### config.mk
export PLATFORM = sky130hd
export DESIGN_NAME = irc_ctx_run_status
export DESIGN_NICKNAME = d
export VERILOG_FILES = /design/src/hw/irc_ctx_run_status.v
export VERILOG_INCLUDE_DIRS = /design/src /design/src/hw
export SDC_FILE = /design/constraint.sdc
export NUM_CORES = 1
export LEC_CHECK = 0
export BUFFER_PORTS_ARGS = -buffer_cell sky130_fd_sc_hd__buf_2
export CORE_ASPECT_RATIO = 1.2
export CORE_UTILIZATION = 48
export CTS_BUF_LIST = sky130_fd_sc_hd__clkbuf_4 sky130_fd_sc_hd__clkbuf_8 sky130_fd_sc_hd__clkbuf_16
export CTS_CLUSTER_SIZE = 24
export DETAILED_ROUTE_END_ITERATION = 16
export GPL_TIMING_DRIVEN = 0
export PLACE_DENSITY = 0.85
export SLEW_MARGIN = 10
export SYNTH_ARGS = -nofsm -noshare
export SYNTH_HDL_FRONTEND = slang
export SYNTH_SLANG_ARGS = --single-unit
### constraint.sdc
create_clock -name ref_clk -period 3.76 [get_ports ref_clk]
set_input_delay 0.752 -clock ref_clk [delete_from_list [all_inputs] [get_ports ref_clk]]
set_output_delay 0.752 -clock ref_clk [all_outputs]
set_load 0.05 [all_outputs]
### src/hw/irc_ctx_map.vh
// Register map, field positions and codes for the receive context run/status block
// Included by irc_ctx_run_status.v; definitions only
`ifndef IRC_CTX_MAP_VH
`define IRC_CTX_MAP_VH

// Byte addresses on the register bus
`define IRC_ADDR_W        12
`define IRC_OFS_SET       12'h400
`define IRC_OFS_CLR       12'h404
`define IRC_OFS_IRQ_STAT  12'h500
`define IRC_OFS_IRQ_MASK  12'h504

// Control register field positions
`define IRC_B_FILL        31
`define IRC_B_HDR         30
`define IRC_B_CYC_MATCH   29
`define IRC_B_MULTI       28
`define IRC_B_DUAL        27
`define IRC_B_RUN         15
`define IRC_B_WAKE        12
`define IRC_B_DEAD        11
`define IRC_B_ACTIVE      10
`define IRC_B_BETA        9
`define IRC_SPD_HI        7
`define IRC_SPD_LO        5
`define IRC_EVT_HI        4
`define IRC_EVT_LO        0

// Reset values
`define IRC_SPD_RST       3'h0
`define IRC_EVT_RST       5'h00
`define IRC_ZERO32        32'h0000_0000

// Event codes reported in the low field
`define IRC_EVT_COMPLETE  5'h11
`define IRC_EVT_DATA_ERR  5'h1d
`define IRC_EVT_LONG_PKT  5'h02
`define IRC_EVT_OVERRUN   5'h05
`define IRC_EVT_DESC_RD   5'h06
`define IRC_EVT_DATA_WR   5'h07
`define IRC_EVT_UNKNOWN   5'h0e

// Interrupt status bits
`define IRC_IRQ_W         3
`define IRC_IRQ_DEAD      0
`define IRC_IRQ_DONE      1
`define IRC_IRQ_BACKOUT   2

`endif

### src/hw/irc_ctx_run_status.v
// Run control and status of one isochronous receive DMA context, with an Avalon-MM slave
// Assumes the descriptor engine and receive path run on ref_clk and drive pulses for one cycle
//
// Function
// - Hardware never changes run except clearing it on hardware or software reset.
// - Bits 14 and 13 always read as zero.
// - Wake is cleared on every descriptor fetch.
// - A fatal context error sets the dead flag.
// - Dead clears only when software clears run; a software reset also clears it here.
// - Active stays high while descriptors are being processed.
// - Beta flag records whether the received packet came in beta format.
// - Responses to beta-format requests are sent in beta format.
// - Bit 8 always reads as zero.
// - Speed field: 000=100, 001=200, 010=400, 011=800 Mbit/s.
// - Buffer-fill mode reports only complete, descriptor read, data write, unknown.
// - Buffer-fill mode backs out packets with length, CRC or overrun errors.
// - Buffer-fill bit selects packing back to back versus one packet per buffer.
//
// Our own choices: the Avalon-MM interface to the registers and the address map.
`timescale 1ns/1ns
`default_nettype none
`include "irc_ctx_map.vh"

module irc_ctx_run_status (
    input  wire        ref_clk,             // System clock, 100 MHz
    input  wire        rst,                 // Asynchronous reset, active high
    input  wire        sw_reset,            // Software reset of the controller, one cycle
    input  wire [11:0] avs_address,         // Byte address
    input  wire        avs_read,            // Read request
    input  wire        avs_write,           // Write request
    input  wire [31:0] avs_writedata,       // Write data
    input  wire [3:0]  avs_byteenable,      // Byte lanes of a write
    output reg  [31:0] avs_readdata,        // Read data
    output wire        avs_waitrequest,     // Request not yet answered
    input  wire        desc_fetch,          // Engine fetched a descriptor
    input  wire        engine_busy,         // Engine has descriptors to process
    input  wire        fatal_error,         // Fatal error in the context
    input  wire        pkt_done,            // Packet finished, status below valid
    input  wire [2:0]  pkt_speed,           // Speed code of the packet
    input  wire        pkt_beta,            // Packet arrived in beta format
    input  wire [4:0]  pkt_event,           // Raw event code of the packet
    input  wire        pkt_len_err,         // Data length mismatch
    input  wire        pkt_crc_err,         // Data CRC error
    input  wire        pkt_overrun,         // Receive FIFO overrun
    output reg         run,                 // Descriptor processing enabled
    output reg         wake,                // Resume request to the engine
    output reg         dead,                // Context stopped on a fatal error
    output reg         active,              // Context is processing descriptors
    output reg         fill_buffer_mode,    // Pack packets back to back
    output reg         keep_header,         // Keep isochronous header in buffers
    output reg         cycle_match_enable,  // Start on cycle match
    output reg         multi_channel,       // Receive all masked channels
    output reg         dual_buffer,         // Split payload into two buffer series
    output reg         pkt_backout,         // Discard the packet just received
    output reg         resp_beta,           // Send the response in beta format
    output wire        irq                  // Level interrupt
);

    // ****************************************************************
    // Bus handshake
    // ****************************************************************
    reg         bus_ack;
    wire        bus_req;
    wire        wr_go;
    wire [31:0] be_mask;
    wire [31:0] wdata;
    wire        hit_set;
    wire        hit_clr;
    wire        hit_stat;
    wire        hit_mask;

    assign bus_req = avs_read | avs_write;
    // One wait cycle on every access; read data is registered during it
    assign avs_waitrequest = bus_req & ~bus_ack;
    assign wr_go = avs_write & bus_ack;
    assign be_mask = {{8{avs_byteenable[3]}}, {8{avs_byteenable[2]}},
                      {8{avs_byteenable[1]}}, {8{avs_byteenable[0]}}};
    // Masked lanes write zeros, so set, clear and W1C leave those bits alone
    assign wdata = avs_writedata & be_mask;
    assign hit_set = (avs_address == `IRC_OFS_SET);
    assign hit_clr = (avs_address == `IRC_OFS_CLR);
    assign hit_stat = (avs_address == `IRC_OFS_IRQ_STAT);
    assign hit_mask = (avs_address == `IRC_OFS_IRQ_MASK);

    always @(posedge ref_clk or posedge rst)
    begin
        if (rst)
            bus_ack <= 1'b0;
        else
            bus_ack <= bus_req & ~bus_ack;
    end

    // ****************************************************************
    // Software set and clear strobes
    // ****************************************************************
    wire [31:0] set_bits;
    wire [31:0] clr_bits;
    wire        stop_run;

    assign set_bits = (wr_go & hit_set) ? wdata : `IRC_ZERO32;
    assign clr_bits = (wr_go & hit_clr) ? wdata : `IRC_ZERO32;
    // Only a real running-to-stopped step counts, not a clear of a stopped context
    assign stop_run = clr_bits[`IRC_B_RUN] & run;

    // ****************************************************************
    // Next active state
    // ****************************************************************
    reg next_active;

    // Forced low in a stopping cycle so that active never outlives run
    always @*
    begin
        next_active = run & ~dead & engine_busy;
        if (stop_run | fatal_error | sw_reset)
            next_active = 1'b0;
    end

    // ****************************************************************
    // Mode bits
    // ****************************************************************
    // Software keeps these still while run or active is set
    always @(posedge ref_clk or posedge rst)
    begin
        if (rst)
        begin
            fill_buffer_mode   <= 1'b0;
            keep_header        <= 1'b0;
            cycle_match_enable <= 1'b0;
            multi_channel      <= 1'b0;
            dual_buffer        <= 1'b0;
        end
        else
        begin
            if (set_bits[`IRC_B_DUAL])
                dual_buffer <= 1'b1;
            else if (clr_bits[`IRC_B_DUAL])
                dual_buffer <= 1'b0;
            // Setting dual-buffer clears fill and multichannel, even when set in the same write
            if (set_bits[`IRC_B_DUAL] | clr_bits[`IRC_B_FILL])
                fill_buffer_mode <= 1'b0;
            else if (set_bits[`IRC_B_FILL])
                fill_buffer_mode <= 1'b1;
            if (set_bits[`IRC_B_DUAL] | clr_bits[`IRC_B_MULTI])
                multi_channel <= 1'b0;
            else if (set_bits[`IRC_B_MULTI])
                multi_channel <= 1'b1;
            if (set_bits[`IRC_B_HDR])
                keep_header <= 1'b1;
            else if (clr_bits[`IRC_B_HDR])
                keep_header <= 1'b0;
            // Hardware drops cycle match in the cycle the context turns active
            if (next_active & ~active)
                cycle_match_enable <= 1'b0;
            else if (set_bits[`IRC_B_CYC_MATCH])
                cycle_match_enable <= 1'b1;
            else if (clr_bits[`IRC_B_CYC_MATCH])
                cycle_match_enable <= 1'b0;
        end
    end

    // ****************************************************************
    // Run, wake, dead, active
    // ****************************************************************
    // Software reset clears run, wake, dead and active only; mode bits and packet status survive it
    always @(posedge ref_clk or posedge rst)
    begin
        if (rst)
        begin
            run    <= 1'b0;
            wake   <= 1'b0;
            dead   <= 1'b0;
            active <= 1'b0;
        end
        else if (sw_reset)
        begin
            run    <= 1'b0;
            wake   <= 1'b0;
            dead   <= 1'b0;
            active <= 1'b0;
        end
        else
        begin
            if (set_bits[`IRC_B_RUN])
                run <= 1'b1;
            else if (clr_bits[`IRC_B_RUN])
                run <= 1'b0;
            // Fetch clears wake even if software sets it in the same cycle
            if (desc_fetch)
                wake <= 1'b0;
            else if (set_bits[`IRC_B_WAKE])
                wake <= 1'b1;
            if (fatal_error)
                dead <= 1'b1;
            else if (stop_run)
                dead <= 1'b0;
            active <= next_active;
        end
    end

    // ****************************************************************
    // Event code filter
    // ****************************************************************
    reg  [4:0] next_event;

    // Codes outside the list of the current mode report as unknown
    always @*
    begin
        next_event = `IRC_EVT_UNKNOWN;
        if (fill_buffer_mode)
        begin
            case (pkt_event)
                `IRC_EVT_COMPLETE: next_event = pkt_event;
                `IRC_EVT_DESC_RD:  next_event = pkt_event;
                `IRC_EVT_DATA_WR:  next_event = pkt_event;
                default:           next_event = `IRC_EVT_UNKNOWN;
            endcase
        end
        else
        begin
            case (pkt_event)
                `IRC_EVT_COMPLETE: next_event = pkt_event;
                `IRC_EVT_DATA_ERR: next_event = pkt_event;
                `IRC_EVT_LONG_PKT: next_event = pkt_event;
                `IRC_EVT_OVERRUN:  next_event = pkt_event;
                `IRC_EVT_DESC_RD:  next_event = pkt_event;
                `IRC_EVT_DATA_WR:  next_event = pkt_event;
                default:           next_event = `IRC_EVT_UNKNOWN;
            endcase
        end
    end

    // ****************************************************************
    // Packet status: speed, beta, event code, back-out
    // ****************************************************************
    reg  [2:0] speed;
    reg        beta_format_received;
    reg  [4:0] event_code;
    wire       pkt_bad;
    wire       backout_now;

    assign pkt_bad = pkt_len_err | pkt_crc_err | pkt_overrun;
    // Errored packets are backed out only in fill mode; per-buffer mode reports them
    assign backout_now = pkt_done & fill_buffer_mode & pkt_bad;

    always @(posedge ref_clk or posedge rst)
    begin
        if (rst)
        begin
            speed                <= `IRC_SPD_RST;
            beta_format_received <= 1'b0;
            event_code           <= `IRC_EVT_RST;
            pkt_backout          <= 1'b0;
            resp_beta            <= 1'b0;
        end
        else
        begin
            pkt_backout <= backout_now;
            if (pkt_done)
            begin
                speed                <= pkt_speed;
                beta_format_received <= pkt_beta;
                resp_beta            <= pkt_beta;
                event_code           <= next_event;
            end
        end
    end

    // ****************************************************************
    // Interrupt status and mask
    // ****************************************************************
    reg  [`IRC_IRQ_W-1:0] irq_stat;
    reg  [`IRC_IRQ_W-1:0] irq_mask;
    wire [`IRC_IRQ_W-1:0] irq_evt;
    wire [`IRC_IRQ_W-1:0] irq_w1c;

    // Back-out has its own status bit so software can count discarded packets
    assign irq_evt = {backout_now, pkt_done, fatal_error};
    assign irq_w1c = (wr_go & hit_stat) ? wdata[`IRC_IRQ_W-1:0] : {`IRC_IRQ_W{1'b0}};
    assign irq = |(irq_stat & irq_mask);

    always @(posedge ref_clk or posedge rst)
    begin
        if (rst)
        begin
            irq_stat <= {`IRC_IRQ_W{1'b0}};
            irq_mask <= {`IRC_IRQ_W{1'b0}};
        end
        else
        begin
            // A new event wins over a clear in the same cycle
            irq_stat <= (irq_stat & ~irq_w1c) | irq_evt;
            if (wr_go & hit_mask)
                irq_mask <= wdata[`IRC_IRQ_W-1:0];
        end
    end

    // ****************************************************************
    // Read data
    // ****************************************************************
    reg [31:0] ctl_word;
    reg [31:0] next_rdata;

    always @*
    begin
        ctl_word = `IRC_ZERO32;
        ctl_word[`IRC_B_FILL] = fill_buffer_mode;
        ctl_word[`IRC_B_HDR] = keep_header;
        ctl_word[`IRC_B_CYC_MATCH] = cycle_match_enable;
        ctl_word[`IRC_B_MULTI] = multi_channel;
        ctl_word[`IRC_B_DUAL] = dual_buffer;
        ctl_word[`IRC_B_RUN] = run;
        ctl_word[`IRC_B_WAKE] = wake;
        ctl_word[`IRC_B_DEAD] = dead;
        ctl_word[`IRC_B_ACTIVE] = active;
        ctl_word[`IRC_B_BETA] = beta_format_received;
        ctl_word[`IRC_SPD_HI:`IRC_SPD_LO] = speed;
        ctl_word[`IRC_EVT_HI:`IRC_EVT_LO] = event_code;
    end

    always @*
    begin
        next_rdata = `IRC_ZERO32;
        if (hit_set | hit_clr)
            next_rdata = ctl_word;
        else if (hit_stat)
            next_rdata[`IRC_IRQ_W-1:0] = irq_stat;
        else if (hit_mask)
            next_rdata[`IRC_IRQ_W-1:0] = irq_mask;
    end

    // Captured in the wait cycle so the word stands while waitrequest is low
    always @(posedge ref_clk or posedge rst)
    begin
        if (rst)
            avs_readdata <= `IRC_ZERO32;
        else if (avs_read & ~bus_ack)
            avs_readdata <= next_rdata;
    end

endmodule
`default_nettype wire
# --- Yosys cells after proc, flatten, opt, wreduce, memory -nomap -nowiden ---
# Cells that the tools add are included.
# Widths: inputs -> output; s select.
word_totals:
  ff_bits: 58
  latchBits: 0
  ram_bits: 0
  romBits: 0
  out_inout_bits: 45
  n_memories: 0
op_classes:
  addsub: 0
  mul: 0
  n_div: 0
  order_cmp: 0
  n_eq_ne: 10
  n_shift: 0
  mux: 32
  bitwise: 29
  reduce_logical: 11
ops:
  columns: ["operator", "n"]
  rows:
  - ["$mux 32", 2]
  - ["$eq 12x11->1 const B", 4]
  - ["$and 32x32->32", 1]
  - ["$mux 29", 1]
  - ["$mux 1", 22]
  - ["$eq 5x3->1 const B", 3]
  - ["$mux 5", 3]
  - ["$and 1x1->1", 13]
  - ["$mux 3", 4]
  - ["$reduce_bool 3->1", 4]
  - ["$eq 5x5->1 const B", 2]
  - ["$or 1x1->1", 8]
  - ["$reduce_bool 2->1", 4]
  - ["$and 3x3->3", 2]
  - ["$reduce_or 3->1", 2]
  - ["$reduce_or 6->1", 1]
  - ["$eq 5x2->1 const B", 1]
  - ["$not 1->1", 3]
  - ["$not 3->3", 1]
  - ["$or 3x3->3", 1]

# --- Logic depth before layout (Yosys ltp) ---
depth:
  depth_word: 9
  ltp_mapped: 6

# --- Worst setup path after synthesis ---
# OpenSTA, ideal clock, no wires.
synth_timing:
  path_type: "input to output"
  start: "input avs_write"
  end: "output avs_waitrequest"
  arrival_ns: 1.449
  path_slack_ns: 1.559
  stages: 2
  path_buffers: 0
  cell_sequence: "nor2_1 -> nor2_1"
synth_between:
  elab_chain_len: 2
synth_rtl:
  columns: ["element", "line", "source"]
  rows:
  - ["from (decl)", "irc_ctx_run_status.v:30", "input wire avs_write,"]
  - ["$or 1x1->1", "irc_ctx_run_status.v:72", "assign bus_req = avs_read | avs_write;"]
  - ["$and 1x1->1", "irc_ctx_run_status.v:74", "assign avs_waitrequest = bus_req & ~bus_ack;"]
  - ["to (decl)", "irc_ctx_run_status.v:34", "output wire avs_waitrequest,"]
# Every way passes these cells.

# --- Worst setup path after layout ---
layout_timing:
  start: "register irq_stat[1]"
  end: "output irq"
layout_between:
  elab_chain_len: 2
layout_rtl:
  columns: ["element", "line", "source"]
  rows:
  - ["from (decl)", "irc_ctx_run_status.v:271", "reg [`IRC_IRQ_W-1:0] irq_stat;"]
  - ["from (signal assigned)", "irc_ctx_run_status.v:285", "irq_stat <= {`IRC_IRQ_W{1'b0}};"]
  - ["from (signal assigned)", "irc_ctx_run_status.v:291", "irq_stat <= (irq_stat & ~irq_w1c) | irq_evt;"]
  - ["$and 3x3->3", "irc_ctx_run_status.v:279", "assign irq = |(irq_stat & irq_mask);"]
  - ["$reduce_or 3->1", "irc_ctx_run_status.v:279", null]
  - ["to (decl)", "irc_ctx_run_status.v:56", "output wire irq"]
# Every way passes these cells.

==> impl_metrics.py <==
metrics = {
    "clock_network": {
        "cts_root_buffer": "clkbuf_8",
        "tritoncts": "yes",
        "cts_hold_buf": 0,
        "clockBufferDepth": 2,
        "clk_pin_slew_ns": 0.08,
        "post_cts_buffers": 0,
        "worstSkewPairLatency_ns": 0.29,
        "htreeDepth": 2,
        "cts_buffers": 5,
        "clock_sinks": 44,
        "ctsResizeCount": 0,
    },
    "power": {
        "power_density_mw_per_mm2": 359,
        "p_leak_nw": 1.47,
        "peakVddDrop_v": 0.000216,
    },
    "critical_path": {
        "criticalPathCategory": "reg2out",
        "path_cells": "a222oi_1 -> inv_1 -> buf_2",
        "critPathMaxFanout": 3,
        "crit_required_ns": 3.01,
        "cp_slowest_cell": "dfrtp_1",
        "setup.worst_path.end_class": "output port",
        "critPathArrivalTime_ns": 1.32,
        "slowest_delay_ns": 0.40,
        "path_buf_inv": 2,
        "cpLargestDelayFamily": "flip-flops",
        "cp-start-kind": "flip-flop",
    },
    "sta": {
        "hold_ws_ns": 0.475,
        "drv_slew": 0,
        "fin_ws_ns": 1.69,
        "hold_violations": 0,
        "min_period_ns": 2.07,
        "rsz0062_at_grt": "no",
        "period_share": 0.550,
        "finalClockSkew_ns": 0.00603,
        "tns_ns": 0,
        "max_freq_mhz": 483,
        "setup_viol": 0,
    },
    "place": {
        "portBuffers": 74,
        "place_area_sq_mm": 0.00266,
        "place.gp.congestion": 0.797,
        "dp_slack_ns": 1.55,
        "dp_hpwl_um": 3660,
    },
    "global_route": {
        "grt_pass1_wl_um": 7510,
        "grt_max_degree": 24,
        "track_usage": 0.208,
        "antenna_found_initial": 0,
        "grt_pass1_vias": 1702,
        "grt-ovfl-total": 0,
    },
    "route": {
        "initialDrtViolationCount": 66,
        "first_pass_iters": 4,
        "drc": 0,
        "vias_per_cell": 5.14,
        "vias": 1774,
        "routed_wl_um": 4690,
        "ant_nets": 0,
        "wl_per_cell_um": 13.6,
    },
    "finish": {
        "multi_input_area_sq_um": 912,
        "drive_gt1_frac": 0.443,
        "syn_to_final_growth_pct": 29.3,
        "finish.instance_area_sq_mm": 0.00278,
        "antenna_cells": 0,
        "register_area_sq_mm": 0.00110,
        "final_nets": 357,
        "fill_cells": 361,
    },
    "floorplan": {
        "rows": 26,
        "core_sq_mm": 0.00426,
        "dieArea_sq_mm": 0.00475,
        "start_util": 0.504,
        "ios": 114,
        "dieHeight_um": 75.3,
        "die_w_um": 63.1,
    },
    "flow_run": {
        "drv_cap": 0,
    },
    "synthesis": {
        "synthFlopType": "dfrtp_1",
        "yosysSeqAreaShare": 0.513,
        "synth.distinct_cells": 42,
        "yosysWarnings": 0,
        "synthTopCellsByArea": "dfrtp_1, a22o_2, buf_4, o21ai_0, nand2_1",
        "netlist_area_sq_mm": 0.00215,
        "syn_avg_cell_area_sq_um": 11.1,
        "yosys.area.top_type_share": 0.513,
        "async_reset_ff_frac": 1.00,
        "synth_edf_count": 0,
        "yosysTopAreaCell": "dfrtp_1",
        "yosys_register_bits": 44,
        "syn_inst": 193,
    },
    "hold_path": {
        "hp-class": "in2async",
    },
    "run_status": {
        "status": "finished clean",
    },
}
kinds of logic after synthesis:
group	synth area share
AOI/OAI and AO/OA	0.194
buffers and inverters	0.0851
DFF	0.513
muxes	0.0443
other	0.00175
and+or+nand+nor	0.162
Yosys cell counts (all sizes together) (2+ instances only):
cell type	count
dfrtp	44
buf	18
nand2	17
a22o	15
o21ai	13
nor2	11
inv	8
a21oi	6
o31ai	6
a31oi	5
mux2i	5
clkbuf	4
mux2	4
nand2b	4
nand3	3
nand4	3
a211oi	2
nand4b	2
nor3	2
nor3b	2
nor4	2
nor4b	2
or3	2
per-stage QoR:
| stage | instances | utilization | power, W |
|---|---|---|---|
| 6_report | 345 | 0.651 | 0.000998 |
| 5_1_grt | 345 | 0.651 | 0.00103 |
| 4_1_cts | 345 | 0.651 | 0.00100 |
| 3_5_place_dp | 337 | 0.625 | 0.000647 |
| 3_3_place_gp | 336 | 0.619 | 0.000640 |
| 2_1_floorplan | 206 | - | 0.000596 |
final timing paths:
check,from,endpoint,slack (ns),cells after the start
worst max register to register,bus_ack$_DFF_PP0_,cycle_match_enable$_DFFE_PP0P_,2.33,5
min in group ref_clk,avs_readdata[1]$_DFFE_PP0P_,avs_readdata[1]$_DFFE_PP0P_,0.48,2
worst max-delay path,irq_stat[1]$_DFF_PP0_,irq,1.69,3
worst min register to register,avs_readdata[1]$_DFFE_PP0P_,avs_readdata[1]$_DFFE_PP0P_,0.48,2
max in group asynchronous,rst,event_code[0]$_DFFE_PP0P_,2.80,3
worst min-delay path,rst,avs_readdata[31]$_DFFE_PP0P_,0.47,2
report_power, final:
group	internal, W	switching, W
clock network	0.000204	0.000156
logic	0.0000500	0.0000982
registers	0.000483	0.00000649
layout make-up:
| cell class | instances | area share |
|---|---|---|
| Timing Repair Buffer | 75 | 0.143 |
| Tap cell | 56 | 0.0252 |
| Clock buffer | 6 | 0.0275 |
| Multi-Input combinational cell | 132 | 0.329 |
| Buffer | 22 | 0.0550 |
| Clock inverter | 2 | 0.0126 |
| Sequential cell | 44 | 0.397 |
| Inverter | 8 | 0.0108 |
worst reg2reg max path, cell delays in order (launching register included):
cell     delay [ns]
dfrtp_1        0.41
and3b_1        0.20
and4_2         0.24
buf_6          0.14
a41oi_4        0.22
a22oi_1        0.11
metal layers:
layer	vias to the layer above	track usage	share of wire
met5	-	0	0
met4	0	0.0879	0.018
met2	64	0.380	0.50
met1	835	0.230	0.42
met3	8	0.0545	0.064
li1	867	-	-
flip-flops by register name (all words and copies together), names as in the netlist:
| signal | count |
|---|---|
| multi_channel | 1 |
| irq_mask | 3 |
| avs_readdata | 18 |
| active | 1 |
| beta_format_received | 1 |
| bus_ack | 1 |
| cycle_match_enable | 1 |
| keep_header | 1 |
| wake | 1 |
| dead | 1 |
| dual_buffer | 1 |
| event_code | 5 |
| speed | 3 |
| pkt_backout | 1 |
| irq_stat | 3 |
| run | 1 |
| fill_buffer_mode | 1 |
cell usage in the layout, fill, tap and decap left out, drive strengths merged, types with 2 or more instances in the layout:
cell type	synthesis	layout
dfrtp	44	44
conb	1	14
nand2b	4	4
o21ai	13	13
nor2	11	11
nand4	3	3
o31ai	6	6
nand3	3	3
nor4b	2	2
nor4	2	2
nor3b	2	2
a21oi	6	6
mux2i	5	5
clkbuf	4	10
inv	8	8
buf	18	93
a22o	15	15
a211oi	2	2
or3	2	2
mux2	4	4
nor3	2	2
nand2	17	17
a31oi	5	5
nand4b	2	2
(Power assumes the default switching activity.)
